==> config.mk <==
export PLATFORM = sky130hd
export DESIGN_NAME = usb_endpoint_mode_interlock
export DESIGN_NICKNAME = d
export VERILOG_FILES = /design/src/verilog/usb_ep_pkg.sv /design/src/verilog/usb_endpoint_mode_interlock.sv
export VERILOG_INCLUDE_DIRS = /design/src /design/src/verilog
export SDC_FILE = /design/constraint.sdc
export NUM_CORES = 1
export LEC_CHECK = 0
export ABC_AREA = 1
export BUFFER_PORTS_ARGS = -buffer_cell sky130_fd_sc_hd__clkbuf_2
export CAP_MARGIN = 20
export CORE_ASPECT_RATIO = 1.25
export CORE_UTILIZATION = 40
export CTS_CLUSTER_SIZE = 25
export DETAILED_ROUTE_END_ITERATION = 6
export GPL_TIMING_DRIVEN = 0
export PLACE_DENSITY = 0.72
export SETUP_SLACK_MARGIN = 0.4
export SLEW_MARGIN = 0
export SYNTH_ARGS = -nofsm -noshare
export SYNTH_HDL_FRONTEND = slang
export SYNTH_SLANG_ARGS = --single-unit
==> constraint.sdc <==
create_clock -name pclk -period 1.61 [get_ports pclk]
set_input_delay 0.483 -clock pclk [delete_from_list [all_inputs] [get_ports pclk]]
set_output_delay 0.483 -clock pclk [all_outputs]
set_load 0.02 [all_outputs]
==> src/verilog/usb_ep_params.svh <==
`ifndef USB_EP_PARAMS_SVH
`define USB_EP_PARAMS_SVH
// ****************************************************************
// register byte offsets
// ****************************************************************
`define OFS_EP0_COUNT 12'h040
`define OFS_EP0_MODE  12'h044
`define OFS_EP1_MODE  12'h048
`define OFS_EP2_MODE  12'h04c
`define OFS_INT_STAT  12'h050
`define OFS_INT_MASK  12'h054
// ****************************************************************
// reset values and field positions
// ****************************************************************
`define RST_REG8      8'h00
`define RST_INT       5'h00
`define FLAG_SETUP    7
`define FLAG_ACKED    4
`define INT_BITS      5
`endif

==> src/verilog/usb_ep_pkg.sv <==
`default_nettype none
package usb_ep_pkg;
  // ****************************************************************
  // endpoint response modes
  // ****************************************************************
  typedef enum logic [3:0] {
    MODE_DISABLE = 4'b0000,
    MODE_NAK_OUT = 4'b1000,
    MODE_ACK_OUT = 4'b1001,
    MODE_NAK_IN  = 4'b1100,
    MODE_ACK_IN  = 4'b1101
  } mode_type;

  // engine register write strobe with its data
  typedef struct packed {
    logic       en;
    logic [7:0] data;
  } eng_write_type;

  // endpoint 0 transaction events, one-cycle pulses
  typedef struct packed {
    logic setup;
    logic in_rx;
    logic out_rx;
    logic acked;
  } ep0_event_type;

  // data endpoint mode register layout
  typedef struct packed {
    logic       stall;
    logic       spare;
    logic       nak_int_en;
    logic       acked;
    logic [3:0] mode;
  } data_mode_type;
endpackage : usb_ep_pkg
`default_nettype wire

==> src/verilog/usb_endpoint_mode_interlock.sv <==
// Decided for this implementation: register access over APB.
`include "usb_ep_params.svh"
`default_nettype none
module usb_endpoint_mode_interlock #(
  parameter int ADDR_W = 12
) (
  input  wire logic                         pclk,
  input  wire logic                         presetn,
  input  wire logic                         psel,
  input  wire logic                         penable,
  input  wire logic                         pwrite,
  input  wire logic [ADDR_W-1:0]            paddr,
  input  wire logic [31:0]                  pwdata,
  output logic                              pready,
  output logic [31:0]                       prdata,
  output logic                              pslverr,
  input  wire usb_ep_pkg::eng_write_type    ep0_mode_wr,
  input  wire usb_ep_pkg::eng_write_type    ep0_count_wr,
  input  wire usb_ep_pkg::ep0_event_type    ep0_event,
  input  wire usb_ep_pkg::eng_write_type [1:0] data_mode_wr,
  input  wire logic [1:0]                   ack_out_sent,
  input  wire logic [1:0]                   ack_in_rcvd,
  input  wire logic [1:0]                   nak_sent,
  output logic [7:0]                        ep0_mode_status,
  output logic [7:0]                        ep0_count,
  output usb_ep_pkg::data_mode_type [1:0]   data_mode,
  output logic [2:0]                        ep_enabled,
  output logic                              irq
);
  import usb_ep_pkg::*;

  // ****************************************************************
  // apb decode
  // ****************************************************************
  logic                 wr;
  logic                 rd;
  logic                 lock_mode;
  logic                 lock_count;
  logic                 upd;
  logic [3:0]           ev0;
  logic [1:0]           ev_ack;
  logic [1:0]           ev_nak;
  logic [`INT_BITS-1:0] int_stat;
  logic [`INT_BITS-1:0] int_mask;
  logic [`INT_BITS-1:0] ev_int;
  logic [`INT_BITS-1:0] w1c;

  // a transfer completes at the single edge with pready high
  assign wr = psel && penable && pready && pwrite;
  assign rd = psel && penable && pready && !pwrite;

  // pready rises one cycle after setup: one wait-free access phase
  always_ff @(posedge pclk or negedge presetn) begin
    if (!presetn) begin
      pready  <= 1'b0;
      pslverr <= 1'b0;
      prdata  <= 32'h0000_0000;
    end else begin
      pready  <= psel && !penable;
      pslverr <= 1'b0;
      prdata  <= 32'h0000_0000;
      if (psel && !penable && !pwrite) begin
        unique case (paddr)
          `OFS_EP0_COUNT: prdata[7:0] <= ep0_count;
          `OFS_EP0_MODE:  prdata[7:0] <= ep0_mode_status;
          `OFS_EP1_MODE:  prdata[7:0] <= data_mode[0];
          `OFS_EP2_MODE:  prdata[7:0] <= data_mode[1];
          `OFS_INT_STAT:  prdata[`INT_BITS-1:0] <= int_stat;
          `OFS_INT_MASK:  prdata[`INT_BITS-1:0] <= int_mask;
          default:        pslverr <= 1'b1;
        endcase
      end else if (psel && !penable) begin
        unique case (paddr)
          `OFS_EP0_COUNT, `OFS_EP0_MODE, `OFS_EP1_MODE,
          `OFS_EP2_MODE, `OFS_INT_STAT, `OFS_INT_MASK: pslverr <= 1'b0;
          default: pslverr <= 1'b1;
        endcase
      end
    end
  end

  // ****************************************************************
  // endpoint 0 interlock
  // ****************************************************************
  // lock each endpoint 0 register
  // cpu read unlocks, the engine lock wins a tie
  always_ff @(posedge pclk or negedge presetn) begin
    if (!presetn) begin
      lock_mode  <= 1'b0;
      lock_count <= 1'b0;
    end else begin
      if (ep0_mode_wr.en)
        lock_mode <= 1'b1;
      else if (rd && paddr == `OFS_EP0_MODE)
        lock_mode <= 1'b0;
      if (ep0_count_wr.en)
        lock_count <= 1'b1;
      else if (rd && paddr == `OFS_EP0_COUNT)
        lock_count <= 1'b0;
    end
  end

  assign ev0 = (ep0_mode_status[3:0] == MODE_DISABLE) ? 4'h0 :
               {ep0_event.setup, ep0_event.in_rx,
                ep0_event.out_rx, ep0_event.acked};

  // events set flags and win over a clearing write
  // accepted cpu write clears the flags
  always_ff @(posedge pclk or negedge presetn) begin
    if (!presetn) begin
      ep0_mode_status <= `RST_REG8;
    end else if (ep0_mode_wr.en) begin
      ep0_mode_status <= ep0_mode_wr.data | {ev0, 4'h0};
    end else if (wr && paddr == `OFS_EP0_MODE && !lock_mode) begin
      ep0_mode_status <= {ev0, pwdata[3:0]};
    end else begin
      ep0_mode_status[7:4] <= ep0_mode_status[7:4] | ev0;
    end
  end

  // a locked count ignores cpu writes
  always_ff @(posedge pclk or negedge presetn) begin
    if (!presetn)
      ep0_count <= `RST_REG8;
    else if (ep0_count_wr.en)
      ep0_count <= ep0_count_wr.data;
    else if (wr && paddr == `OFS_EP0_COUNT && !lock_count)
      ep0_count <= pwdata[7:0];
  end

  // ****************************************************************
  // data endpoints 1 and 2
  // ****************************************************************
  // one shared update strobe, so either engine write blocks both
  assign upd = data_mode_wr[0].en || data_mode_wr[1].en;

  for (genvar i = 0; i < 2; i++) begin : g_ep
    logic ack_out;
    logic ack_in;
    logic fw;
    // mode 0000 never matches an ack mode, so events drop
    assign ack_out = ack_out_sent[i] && data_mode[i].mode == MODE_ACK_OUT;
    assign ack_in  = ack_in_rcvd[i] && data_mode[i].mode == MODE_ACK_IN;
    assign ev_ack[i] = ack_out || ack_in;
    assign ev_nak[i] = nak_sent[i] && data_mode[i].nak_int_en &&
                       data_mode[i].mode != MODE_DISABLE;
    // engine write wins, firmware write blocked
    assign fw = wr && !upd && paddr == (`OFS_EP1_MODE + 12'(4 * i));

    always_ff @(posedge pclk or negedge presetn) begin
      if (!presetn) begin
        data_mode[i] <= `RST_REG8;
      end else if (data_mode_wr[i].en) begin
        data_mode[i] <= data_mode_wr[i].data;
      end else if (fw) begin
        // any firmware write clears acked, a same-cycle ack sets it
        data_mode[i] <= {pwdata[7:5], ev_ack[i], pwdata[3:0]};
      end else begin
        if (ev_ack[i])
          data_mode[i].acked <= 1'b1;
        if (ack_out)
          data_mode[i].mode <= MODE_NAK_OUT;
        if (ack_in)
          data_mode[i].mode <= MODE_NAK_IN;
      end
    end
  end

  // ****************************************************************
  // interrupts
  // ****************************************************************
  assign ev_int = {ev_nak, ev_ack, |ev0};
  assign w1c = (wr && paddr == `OFS_INT_STAT) ?
               pwdata[`INT_BITS-1:0] : `RST_INT;

  // sticky status, write one to clear, a new event wins the tie
  always_ff @(posedge pclk or negedge presetn) begin
    if (!presetn) begin
      int_stat <= `RST_INT;
      int_mask <= `RST_INT;
      irq      <= 1'b0;
    end else begin
      int_stat <= (int_stat & ~w1c) | ev_int;
      if (wr && paddr == `OFS_INT_MASK)
        int_mask <= pwdata[`INT_BITS-1:0];
      irq <= |(int_stat & int_mask);
    end
  end

  // registered copy keeps the engine's ignore decision glitch free
  always_ff @(posedge pclk or negedge presetn) begin
    if (!presetn)
      ep_enabled <= 3'b000;
    else
      ep_enabled <= {data_mode[1].mode != MODE_DISABLE,
                     data_mode[0].mode != MODE_DISABLE,
                     ep0_mode_status[3:0] != MODE_DISABLE};
  end
endmodule : usb_endpoint_mode_interlock
`default_nettype wire

Word level (Yosys, flattened, before mapping)
Index checks and enable logic that the tools add are counted.
{ "totals": {"register_bits": 58, "word_cells": 117, "output_inout_bits": 70} }
{ "op_classes": {"n_eq_ne": 10, "bitwise": 6, "muxes": 29, "reduce_logical": 50} }
{ "op_table": {"columns": ["cell", "count"], "rows": [
  ["equality test 12 x 7 -> 1 bit (second input constant)", 6],
  ["two-way mux 8 bit", 6],
  ["case mux 5 bit (6 select lines)", 1],
  ["two-way mux 4 bit", 7],
  ["logical AND 1 bit", 25],
  ["nonzero test 4 bit", 5],
  ["equality test 4 bit (second input constant)", 4],
  ["two-way mux 5 bit", 3],
  ["case mux 3 bit (4 select lines)", 1],
  ["nonzero test 2 bit", 6],
  ["bitwise AND 5 bit", 2],
  ["two-way mux 1 bit", 9],
  ["OR 8 bit", 1],
  ["two-way mux 3 bit", 2],
  ["nonzero test 3 bit", 2],
  ["OR reduction 6 bit", 1],
  ["logical NOT 1 bit", 5],
  ["NOT 5 bit", 1],
  ["OR 5 bit", 1],
  ["OR reduction 5 bit", 1],
  ["logical NOT 4 bit", 1],
  ["OR 4 bit", 1],
  ["OR reduction 4 bit", 1],
  ["logical OR 1 bit", 3]
]} }

Logic depth before layout (Yosys ltp)
Gate-level depths: netlist of run 1.
{ "logic_depth": {"depth_word": 8, "ltp_mapped": 9, "mapped_depth_nobuf": 8} }

Worst setup path after synthesis of run 1
No wires, ideal clock.
{ "synth_path": {"path_kind": "in2reg", "startpoint": "input paddr[11]", "endpoint": "register ep0_count[0]", "arrival_ps": 1282, "stages": 7, "setup_slack_ps": 205, "cell_sequence": "nor2_2 > nand2_4 > nor2_8 > nand3_2 > nand2_4 > buf_6 > a21oi_1"} }
{ "synth_via": {"elab_chain_len": 4} }
{ "synth_lines": {"columns": ["element", "line", "rtl"], "rows": [
  ["start: declaration", "usb_endpoint_mode_interlock.sv:12", "input wire logic [ADDR_W-1:0] paddr,"],
  ["equality test 12 x 7 -> 1 bit", null, null],
  ["logical AND 1 bit (no line)", null, null],
  ["logical AND 1 bit", "usb_endpoint_mode_interlock.sv:127", "else if (wr && paddr == `OFS_EP0_COUNT && !lock_count)"],
  ["nonzero test 2 bit (no line)", null, null],
  ["end signal: assignment", "usb_endpoint_mode_interlock.sv:124", "ep0_count <= `RST_REG8;"],
  ["end signal: assignment", "usb_endpoint_mode_interlock.sv:126", "ep0_count <= ep0_count_wr.data;"],
  ["end signal: assignment", "usb_endpoint_mode_interlock.sv:128", "ep0_count <= pwdata[7:0];"],
  ["end: declaration", "usb_endpoint_mode_interlock.sv:25", "output logic [7:0] ep0_count,"]
]} }
Every way passes these cells.
A chain may end at the register's enable or synchronous reset.

Final worst setup path of run 1
{ "layout_path": {"startpoint": "register pready", "endpoint": "output pready"} }
{ "layout_lines": {"columns": ["element", "line", "rtl"], "rows": [
  ["start: declaration", "usb_endpoint_mode_interlock.sv:14", "output logic pready,"],
  ["start signal: assignment", "usb_endpoint_mode_interlock.sv:59", "pready <= psel && !penable;"]
]} }
No word-level cell between the ends.

==> flow_summary_export.csv, run 1 <==
group,metric,value,unit
status,status,"finished clean",
timing,finalSetupViolations,0,
grt,antenna_found_initial,0,
routing,route.detailed.drc,0,
worst_setup_path,timing.rr.start,"pready$_DFF_PN0_",
logic_synthesis,synth_largest_area_cell,"dfrtp_1",
timing,skew,0.00894,ns
worst_setup_path,max_stage_delay,0.43,ns
routing,first_pass_iters,6,
logic_synthesis,ys_top_cells_by_area,"dfrtp_1, nand3_1, nand2_1, buf_4, nor2_1",
cells_and_area,drive_gt1_share,58.6,%
clock_tree,cts-root-buf,"clkbuf_8",
logic_synthesis,synth_top_area_share,41.9,%
logic_synthesis,syn_avg_cell_area,8.00,um2
grt,grt_pass1_wl,19800,um
floorplan,core,0.00833,mm2
floorplan,num_rows,37,
timing,fmax,708,MHz
worst_setup_path,worstSetupPathType,"flip-flop to output pin",
worst_setup_path,critPathTopFamily,"flip-flops",
routing,routed_wl,14600,um
clock_tree,clk_latency,0.34,ns
logic_synthesis,yosys_warnings,0,
logic_synthesis,synth_edf_count,0,
routing,vias,4220,
clock_tree,cts_tree,"done",
cells_and_area,final_area,0.00624,mm2
cells_and_area,final_cell_mix,"buf_4, clkbuf_2, nand2_1",
timing,slew_violations,0,
clock_tree,cts_buffers,9,
power_and_ir_drop,ir_worst_vdd,0.595,mV
clock_tree,cts.sinks,58,
timing,tightest_slew,0.824,ns
place,dp_slack,-0.113,ns
cells_and_area,fillers,517,
power_and_ir_drop,p_per_area,667,mW/mm2
power_and_ir_drop,seqPwrFrac,39.5,%
place,gp_congestion,0.933,
logic_synthesis,async_reset_ff_share,100,%
place,port_buffers,114,
timing,slew-limit-headroom,45.1,%
grt,grt_max_degree,59,
timing,fin_crit_sh,87.8,%
worst_setup_path,critPathCaptureType,"output pin",
routing,drtIter0Drc,420,
power_and_ir_drop,finalPower,4160,uW
logic_synthesis,ys.flop_type,"dfrtp_1",
floorplan,die_h,106,um
clock_tree,path_clk_slew,0.06,ns
power_and_ir_drop,clockPowerShare,28.7,%
worst_setup_path,r2r_end,"ep0_count[1]$_DFFE_PN0P_",
worst_setup_path,path_cells,"buf_2",
cells_and_area,area_growth,80.0,%
cells_and_area,fin_util,74.9,%
logic_synthesis,ys_types,30,
logic_synthesis,ys_ff_latch,58,
power_and_ir_drop,switching_share,33.1,%
worst_setup_path,start_kind,"flip-flop",
cells_and_area,fin_nets,747,
grt,grt_pass1_vias,3953,
grt,overflow,0,
place,place_hpwl,8070,um
worst_setup_path,arrival,0.93,ns
floorplan,ioPinCount,165,
power_and_ir_drop,p_leak,0.00308,uW
routing,postRouteAntennaNets,0,
timing,post-route-min-period,1.41,ns
logic_synthesis,synthCells,433,
floorplan,dieArea,0.00904,mm2
floorplan,start_util,41.6,%
cells_and_area,antenna_cells,0,
job,drv_cap,0,
cells_and_area,mostFrequentLayoutCell,"buf_4",
place,place_area,0.00443,mm2
worst_setup_path,startpoint,"pready$_DFF_PN0_",
routing,post_drt_via_cell_ratio,5.62,
worst_setup_path,cp.required,1.13,ns
worst_setup_path,worst-path-buf-inv,1,
grt,grt_usage,28.7,%
hold_path,holdCritPathClass,"primary input to async pin",
worst_setup_path,r2r_cells,8,
clock_tree,cts_max_level,3,
timing,fin_ws,0.197,ns
power_and_ir_drop,combPwrFrac,31.8,%
timing,rsz0062_at_grt,"yes",
routing,wl_per_cell,19.4,um
floorplan,die_x,85.3,um
worst_setup_path,worstPathMaxFanout,3,
timing,hold_viol_final,0,
logic_synthesis,yosysSeqAreaShare,41.9,%
worst_setup_path,cp_slowest_cell,"dfrtp_2",
power_and_ir_drop,net-switching-power,1380,uW
clock_tree,clock_path_buffers,2,
worst_setup_path,timing.reg2reg.setup_slack,0.23,ns
logic_synthesis,syn_area,0.00347,mm2
power_and_ir_drop,intPower,2780,uW
[layer usage]
metal	track usage [%]	routed length, um
met5	0	0
met4	20.1	938
met3	5.67	1160
met2	47.8	7300
met1	32.8	5160
[state kept, by name, indices dropped and copies added (netlist names)]
name / flops
irq: 1
ep0_count: 8
lock_count: 1
int_mask: 5
pslverr: 1
ep0_mode_status: 8
lock_mode: 1
ep_enabled: 3
pready: 1
int_stat: 5
prdata: 8
data_mode: 16
[worst max path at each step]
stage / end / slack (ns) / depth (start not counted)
5_1_grt: pready / 0.17 / 1
4_1_cts: data_mode[8] / 0.19 / 1
2_1_floorplan: ep0_count[0]$_DFFE_PN0P_ / 0.22 / 7
3_3_place_gp: pready$_DFF_PN0_ / -0.29 / 1
6_report: pready / 0.20 / 1
3_5_place_dp: int_stat[0]$_DFF_PN0_ / -0.11 / 7
[timing repair]
action                                  4_1_cts  5_1_grt
hold buffers                                  0        0
cloned                                        4        1
resized for setup                           116      183
pin swaps                                    42       38
endpoints found under the setup margin       95       99
buffers inserted                             53       13
[cells by family after synthesis]
kind of cell | after synthesis | share of synthesized area (%)
other | 1 | 0.108
buffers and inverters | 73 | 12.6
AO/OA/AOI/OAI | 55 | 8.81
flip-flops | 58 | 41.9
AND/OR/NAND/NOR | 246 | 36.6
[Yosys cell counts (2+ instances only)]
cell	instances
o21ai_0	30
nand3_1	75
nand3_2	4
buf_2	2
buf_6	6
o21ai_2	2
nand4_1	19
nand2_1	70
dfrtp_1	58
clkbuf_1	2
nor2_8	2
nor2_1	52
buf_4	28
o211ai_1	4
nand4_2	3
inv_1	31
nand2_2	6
nand3_4	3
a22oi_1	2
nand2_4	3
a21oi_1	15
nor2_4	4
nor2_2	5
[per-stage QoR]
stage                     cells  hold WS [ns]  TNS, ns
after floorplan             456         0.187        0
after global placement      667         0.483   -11.33
after detailed placement    667         0.504    -1.34
after CTS                   737         0.292        0
after global routing        751         0.326        0
final                       751         0.257        0
[power by group through the flow]
stage          clock, uW  combinational (uW)  sequential [uW]
2_1_floorplan          0                 364             1770
3_3_place_gp           0                 748             1700
3_5_place_dp           0                 764             1700
4_1_cts             1170                1080             1630
5_1_grt             1260                1390             1650
6_report            1190                1320             1650
[area by class of cell]
type,instances,area [um2],area share [%]
Inverter,35,175,2.81
Timing Repair Buffer,184,1630,26.1
Multi-Input combinational cell,326,2350,37.7
Buffer,38,345,5.54
Tap cell,97,121,1.95
Sequential cell,58,1460,23.4
Clock buffer,13,159,2.55
(Power assumes the default switching activity.)
==> run 2: changes to the inputs <==
- CORE_MARGIN: not set -> 10
- REMOVE_ABC_BUFFERS: not set -> 1
- clock period: 1.61 -> 1.8 ns (I/O delays scaled with it)
==> run 2 against run 1 <==
Hold slack better by 0.062 ns. Combinational power is 26% lower. Routed wire length decreased by 11%. Global-route usage is 9.8 points lower. Sequential share of layout area is 4.1 points higher. Highest routed layer unchanged. Largest cell class unchanged. First-iteration DRC count down 43%. Register-to-register slack gained 0.20 ns. Setup slack better by 0.13 ns.
==> flow_summary_export.csv, run 2 (same netlist as run 1, synthesis figures left out) <==
group,metric,value,unit
clock_tree,cts-root-buf,"clkbuf_8",
worst_setup_path,worst-path-buf-inv,1,
clock_tree,cts_buffers,9,
timing,tightest_slew,0.836,ns
grt,grt_pass1_wl,19000,um
routing,postRouteAntennaNets,0,
grt,grt_max_degree,59,
cells_and_area,largest-register,"data_mode",
routing,first_pass_iters,7,
place,place_area,0.00396,mm2
worst_setup_path,r2r_cells,6,
cells_and_area,fillers,706,
floorplan,start_util,41.6,%
timing,tns,0,ns
routing,drtIter0Drc,238,
clock_tree,clock_path_buffers,2,
worst_setup_path,cp.required,1.26,ns
status,status,"finished clean",
timing,skew,0.0133,ns
routing,routed_wl,12900,um
grt,grt_pass1_vias,3769,
timing,slew-limit-headroom,44.2,%
place,port_buffers,116,
floorplan,core,0.00833,mm2
timing,fmax,680,MHz
floorplan,die_x,103,um
routing,route.detailed.drc,0,
worst_setup_path,r2r_end,"data_mode[5]$_DFFE_PN0P_",
clock_tree,cts_tree,"done",
place,dp_slack,-0.433,ns
job,drv_cap,0,
worst_setup_path,critPathTopFamily,"flip-flops",
power_and_ir_drop,p_leak,0.00267,uW
timing,post-route-min-period,1.47,ns
clock_tree,cts_max_level,3,
routing,post_drt_via_cell_ratio,5.27,
cells_and_area,antenna_cells,0,
place,gp_congestion,0.879,
clock_tree,cts.sinks,58,
worst_setup_path,start_kind,"flip-flop",
worst_setup_path,path_cells,"clkbuf_8",
grt,antenna_found_initial,0,
timing,fin_ws,0.328,ns
floorplan,die_h,124,um
floorplan,num_rows,37,
cells_and_area,area_growth,52.9,%
clock_tree,path_clk_slew,0.07,ns
power_and_ir_drop,p_per_area,691,mW/mm2
timing,finalSetupViolations,0,
cells_and_area,fin_nets,713,
cells_and_area,drive_gt1_share,43.3,%
routing,vias,3784,
routing,wl_per_cell,18.0,um
worst_setup_path,cp_slowest_cell,"dfrtp_1",
cells_and_area,final_cell_mix,"clkbuf_2, nand2_1, nand3_1",
cells_and_area,final_area,0.00530,mm2
worst_setup_path,critPathCaptureType,"output pin",
floorplan,dieArea,0.0128,mm2
worst_setup_path,arrival,0.93,ns
cells_and_area,fin_util,63.6,%
power_and_ir_drop,ir_worst_vdd,0.463,mV
worst_setup_path,max_stage_delay,0.42,ns
timing,hold_viol_final,0,
grt,overflow,0,
timing,fin_crit_sh,81.8,%
floorplan,ioPinCount,165,
worst_setup_path,timing.rr.start,"pready$_DFF_PN0_",
worst_setup_path,timing.reg2reg.setup_slack,0.43,ns
place,place_hpwl,8770,um
worst_setup_path,worstPathMaxFanout,2,
cells_and_area,largest_reg_flops,16,
power_and_ir_drop,finalPower,3660,uW
hold_path,holdCritPathClass,"primary input to async pin",
cells_and_area,mostFrequentLayoutCell,"clkbuf_2",
clock_tree,clk_latency,0.35,ns
clock_tree,ctsHoldBuffers,0,
timing,slew_violations,0,
worst_setup_path,worstSetupPathType,"flip-flop to output pin",
grt,grt_usage,18.9,%
timing,rsz0062_at_grt,"yes",
run 2: cell count changes in the layout (fill, tap and decap cells not counted), sizes merged:
cell / change
nand4: -1
nor2: +1
clkbuf: +2
nand2: +1
buf: -39
bufinv: +1
inv: +2
run 2: layout make-up:
type | instances | area [um2] | area share (%)
Clock buffer | 11 | 151 | 2.86
Clock inverter | 3 | 40.0 | 0.756
Inverter | 35 | 145 | 2.74
Multi-Input combinational cell | 327 | 1860 | 35.1
Sequential cell | 58 | 1460 | 27.5
Tap cell | 97 | 121 | 2.29
Timing Repair Buffer | 187 | 1520 | 28.7
run 2: worst register-to-register path: cells and delay by family (launching register included):
family	cells	cell delay, ns
simple gates	5	0.74
flops	1	0.41
compound gates	1	0.13
run 2: repair_timing:
action,in CTS,in global routing
cloned,1,1
pin swaps,9,22
resized for setup,52,122
setup endpoints to repair,79,93
buffers inserted,45,26
run 2: worst max-delay path by stage:
| stage | start | endpoint | slack [ns] | depth (start not counted) |
|---|---|---|---|---|
| 6_report | data_mode[12]$_DFFE_PN0P_ | data_mode[12] | 0.33 | 1 |
| 5_1_grt | paddr[9] | data_mode[5]$_DFFE_PN0P_ | 0.29 | 10 |
| 4_1_cts | data_mode[3]$_DFFE_PN0P_ | data_mode[3] | 0.33 | 1 |
| 3_5_place_dp | paddr[0] | int_stat[2]$_DFF_PN0_ | -0.43 | 7 |
| 3_3_place_gp | paddr[0] | int_stat[2]$_DFF_PN0_ | -0.42 | 7 |
| 2_1_floorplan | paddr[0] | int_stat[0]$_DFF_PN0_ | 0.20 | 6 |
run 2: power breakdown:
group	total [uW]	leakage [uW]	internal [uW]	switching (uW)
combinational	981	0.00189	448	533
clock	1220	0.000101	695	524
sequential	1460	0.000675	1390	68.8
total	3660	0.00267	2530	1130
run 2: through the flow:
step	hold WS, ns	cells
final	0.319	718
after floorplan	0.244	418
after detailed placement	0.488	631
after global placement	0.482	631
after CTS	0.349	691
after global routing	0.397	718
run 2: routing by layer:
layer | track usage, % | routed length [um] | vias up
li1 | - | - | 1785
met1 | 21.2 | 4840 | 1829
met2 | 33.1 | 6940 | 152
met3 | 4.76 | 883 | 18
met4 | 7.58 | 257 | 0
met5 | 0 | 0 | -
==> run 3: changes to the inputs <==
- PLACE_DENSITY: 0.72 -> 0.74
- clock period: 1.8 -> 1.2 ns (I/O delays scaled with it)
==> run 3 against run 2 <==
The run now ends with negative setup slack left. Routed wire length grew 8.9%. Core utilization up 5.0 points. Via count increased by 5.1%. Hold slack worse by 0.24 ns. Register-to-register slack got worse by 0.59 ns. Combinational power grew 61%. Sequential share of layout area shrank 1.9 points. Setup slack lost 0.49 ns. Sequential cell count unchanged. Clock-buffer cell count grew 3. Critical path depth increased by 5. Clock power rose by 43%.
==> flow_summary_export.csv, run 3 (same netlist as run 1, synthesis figures left out) <==
group,metric,value,unit
status,status,"complete, but fails checks",
status,violations,"negative setup slack",
power_and_ir_drop,p_per_area,969,mW/mm2
routing,first_pass_iters,5,
cells_and_area,largest-register,"data_mode",
clock_tree,cts.sinks,58,
floorplan,die_x,103,um
routing,vias,3977,
worst_setup_path,critPathTopFamily,"simple AND/OR/NAND/NOR gates",
clock_tree,cts-root-buf,"clkbuf_8",
grt,grt_max_degree,59,
place,gp_congestion,0.896,
grt,met1_usage,22.2,%
place,port_buffers,116,
worst_setup_path,path_cells,"nand4_4 > nor2_8 > nand3_4 > nand2_4 > nor2_2 > a21oi_1",
grt,overflow,0,
power_and_ir_drop,ir_worst_vdd,0.769,mV
timing,fmax,737,MHz
worst_setup_path,start_kind,"flip-flop",
routing,post_drt_via_cell_ratio,5.49,
cells_and_area,fillers,597,
routing,routed_wl,14100,um
worst_setup_path,worstPathMaxFanout,6,
clock_tree,path_clk_slew,0.07,ns
clock_tree,clock_path_buffers,2,
timing,tightest_slew,0.770,ns
place,place_hpwl,8750,um
timing,skew,0.0110,ns
timing,slew-limit-headroom,48.7,%
routing,drtIter0Drc,271,
timing,fin_ws,-0.157,ns
timing,tns,-5.88,ns
cells_and_area,fin_util,68.5,%
worst_setup_path,cp.required,1.48,ns
worst_setup_path,max_stage_delay,0.40,ns
cells_and_area,fin_nets,717,
routing,wl_per_cell,19.4,um
floorplan,die_h,124,um
timing,post-route-min-period,1.36,ns
worst_setup_path,worstSetupPathType,"flip-flop to flip-flop",
cells_and_area,largest_reg_flops,16,
grt,busiest_layer,"met2",
grt,global_route.usage.met2,34.3,%
timing,fin_crit_sh,113,%
timing,finalSetupViolations,91,
worst_setup_path,worst-path-buf-inv,0,
clock_tree,cts_buffers,9,
power_and_ir_drop,p_leak,0.00280,uW
clock_tree,cts_max_level,3,
routing,postRouteAntennaNets,0,
worst_setup_path,critPathCaptureType,"flip-flop",
worst_setup_path,r2r_cells,6,
job,drv_cap,0,
cells_and_area,mostFrequentLayoutCell,"clkbuf_2",
timing,hold_viol_final,0,
floorplan,num_rows,37,
floorplan,ioPinCount,165,
grt,antenna_found_initial,0,
cells_and_area,antenna_cells,0,
grt,grt_usage,20.1,%
grt,grt_pass1_vias,3932,
floorplan,dieArea,0.0128,mm2
grt,grt_pass1_wl,20100,um
floorplan,start_util,41.6,%
hold_path,holdCritPathClass,"primary input to async pin",
timing,slew_violations,0,
worst_setup_path,cp_slowest_cell,"dfrtp_1",
clock_tree,cts_tree,"done",
clock_tree,ctsHoldBuffers,0,
routing,route.detailed.drc,0,
grt,gr-usage-met3,6.20,%
timing,rsz0062_at_grt,"yes",
worst_setup_path,arrival,1.64,ns
clock_tree,clk_latency,0.36,ns
cells_and_area,drive_gt1_share,50.9,%
worst_setup_path,path_depth,6,
cells_and_area,area_growth,64.8,%
floorplan,core,0.00833,mm2
cells_and_area,final_cell_mix,"clkbuf_2, nand2_1, buf_4",
## run 3: path summary, 6_finish.rpt
path	from	to	slack, ns
worst max-delay path	pready$_DFF_PN0_	data_mode[3]$_DFFE_PN0P_	-0.16
worst min-delay path	presetn	ep0_mode_status[1]$_DFFE_PN0P_	0.08
worst max register to register	pready$_DFF_PN0_	data_mode[3]$_DFFE_PN0P_	-0.16
worst min register to register	lock_count$_DFFE_PN0P_	lock_count$_DFFE_PN0P_	0.53
max in group asynchronous	presetn	data_mode[5]$_DFFE_PN0P_	0.57
min in group pclk	data_mode_wr[0]	data_mode[0]$_DFFE_PN0P_	0.22
## run 3: stage by stage
step           total power (uW)  instance area, um2  hold slack (ns)  instances  setup slack [ns]
6_report                   5540                5710           0.0750        724            -0.157
5_1_grt                    5700                5710            0.141        724            -0.225
4_1_cts                    5280                5180            0.161        703            -0.120
3_5_place_dp               3180                3960            0.491        631            -0.764
3_3_place_gp               3150                3960            0.482        631            -0.770
2_1_floorplan              2730                3260           0.0644        418            -0.222
## run 3: worst register-to-register path: cells and delay by family, from the launching register on
kind,cells,cell delay (ns)
simple gates,5,0.78
compound gates,1,0.10
flops,1,0.40
## run 3: layer usage
metal  wire length (um)  up-vias
met5                  0        -
met4                505        0
met3               1320       35
met2               7230      253
met1               5010     1886
li1                   -     1803
## run 3: timing repair
item	CTS	global route
resized for setup	131	129
setup buffers	54	19
pin swaps	30	34
endpoints found under the setup margin	101	134
cloned	2	2
## run 3: final cells by class
type | count | area (um2) | area share, %
clock buffers | 14 | 173 | 3.02
clock inverters | 2 | 10.0 | 0.175
flip-flops and latches | 58 | 1460 | 25.5
repair buffers | 190 | 1670 | 29.2
multi-input cells | 328 | 2140 | 37.5
well taps | 97 | 121 | 2.12
inverters | 35 | 140 | 2.45
## run 3: power breakdown
group	total, uW	switching (uW)	internal, uW
Clock	1740	830	914
Combinational	1580	861	720
Sequential	2210	126	2090
Total	5540	1820	3720
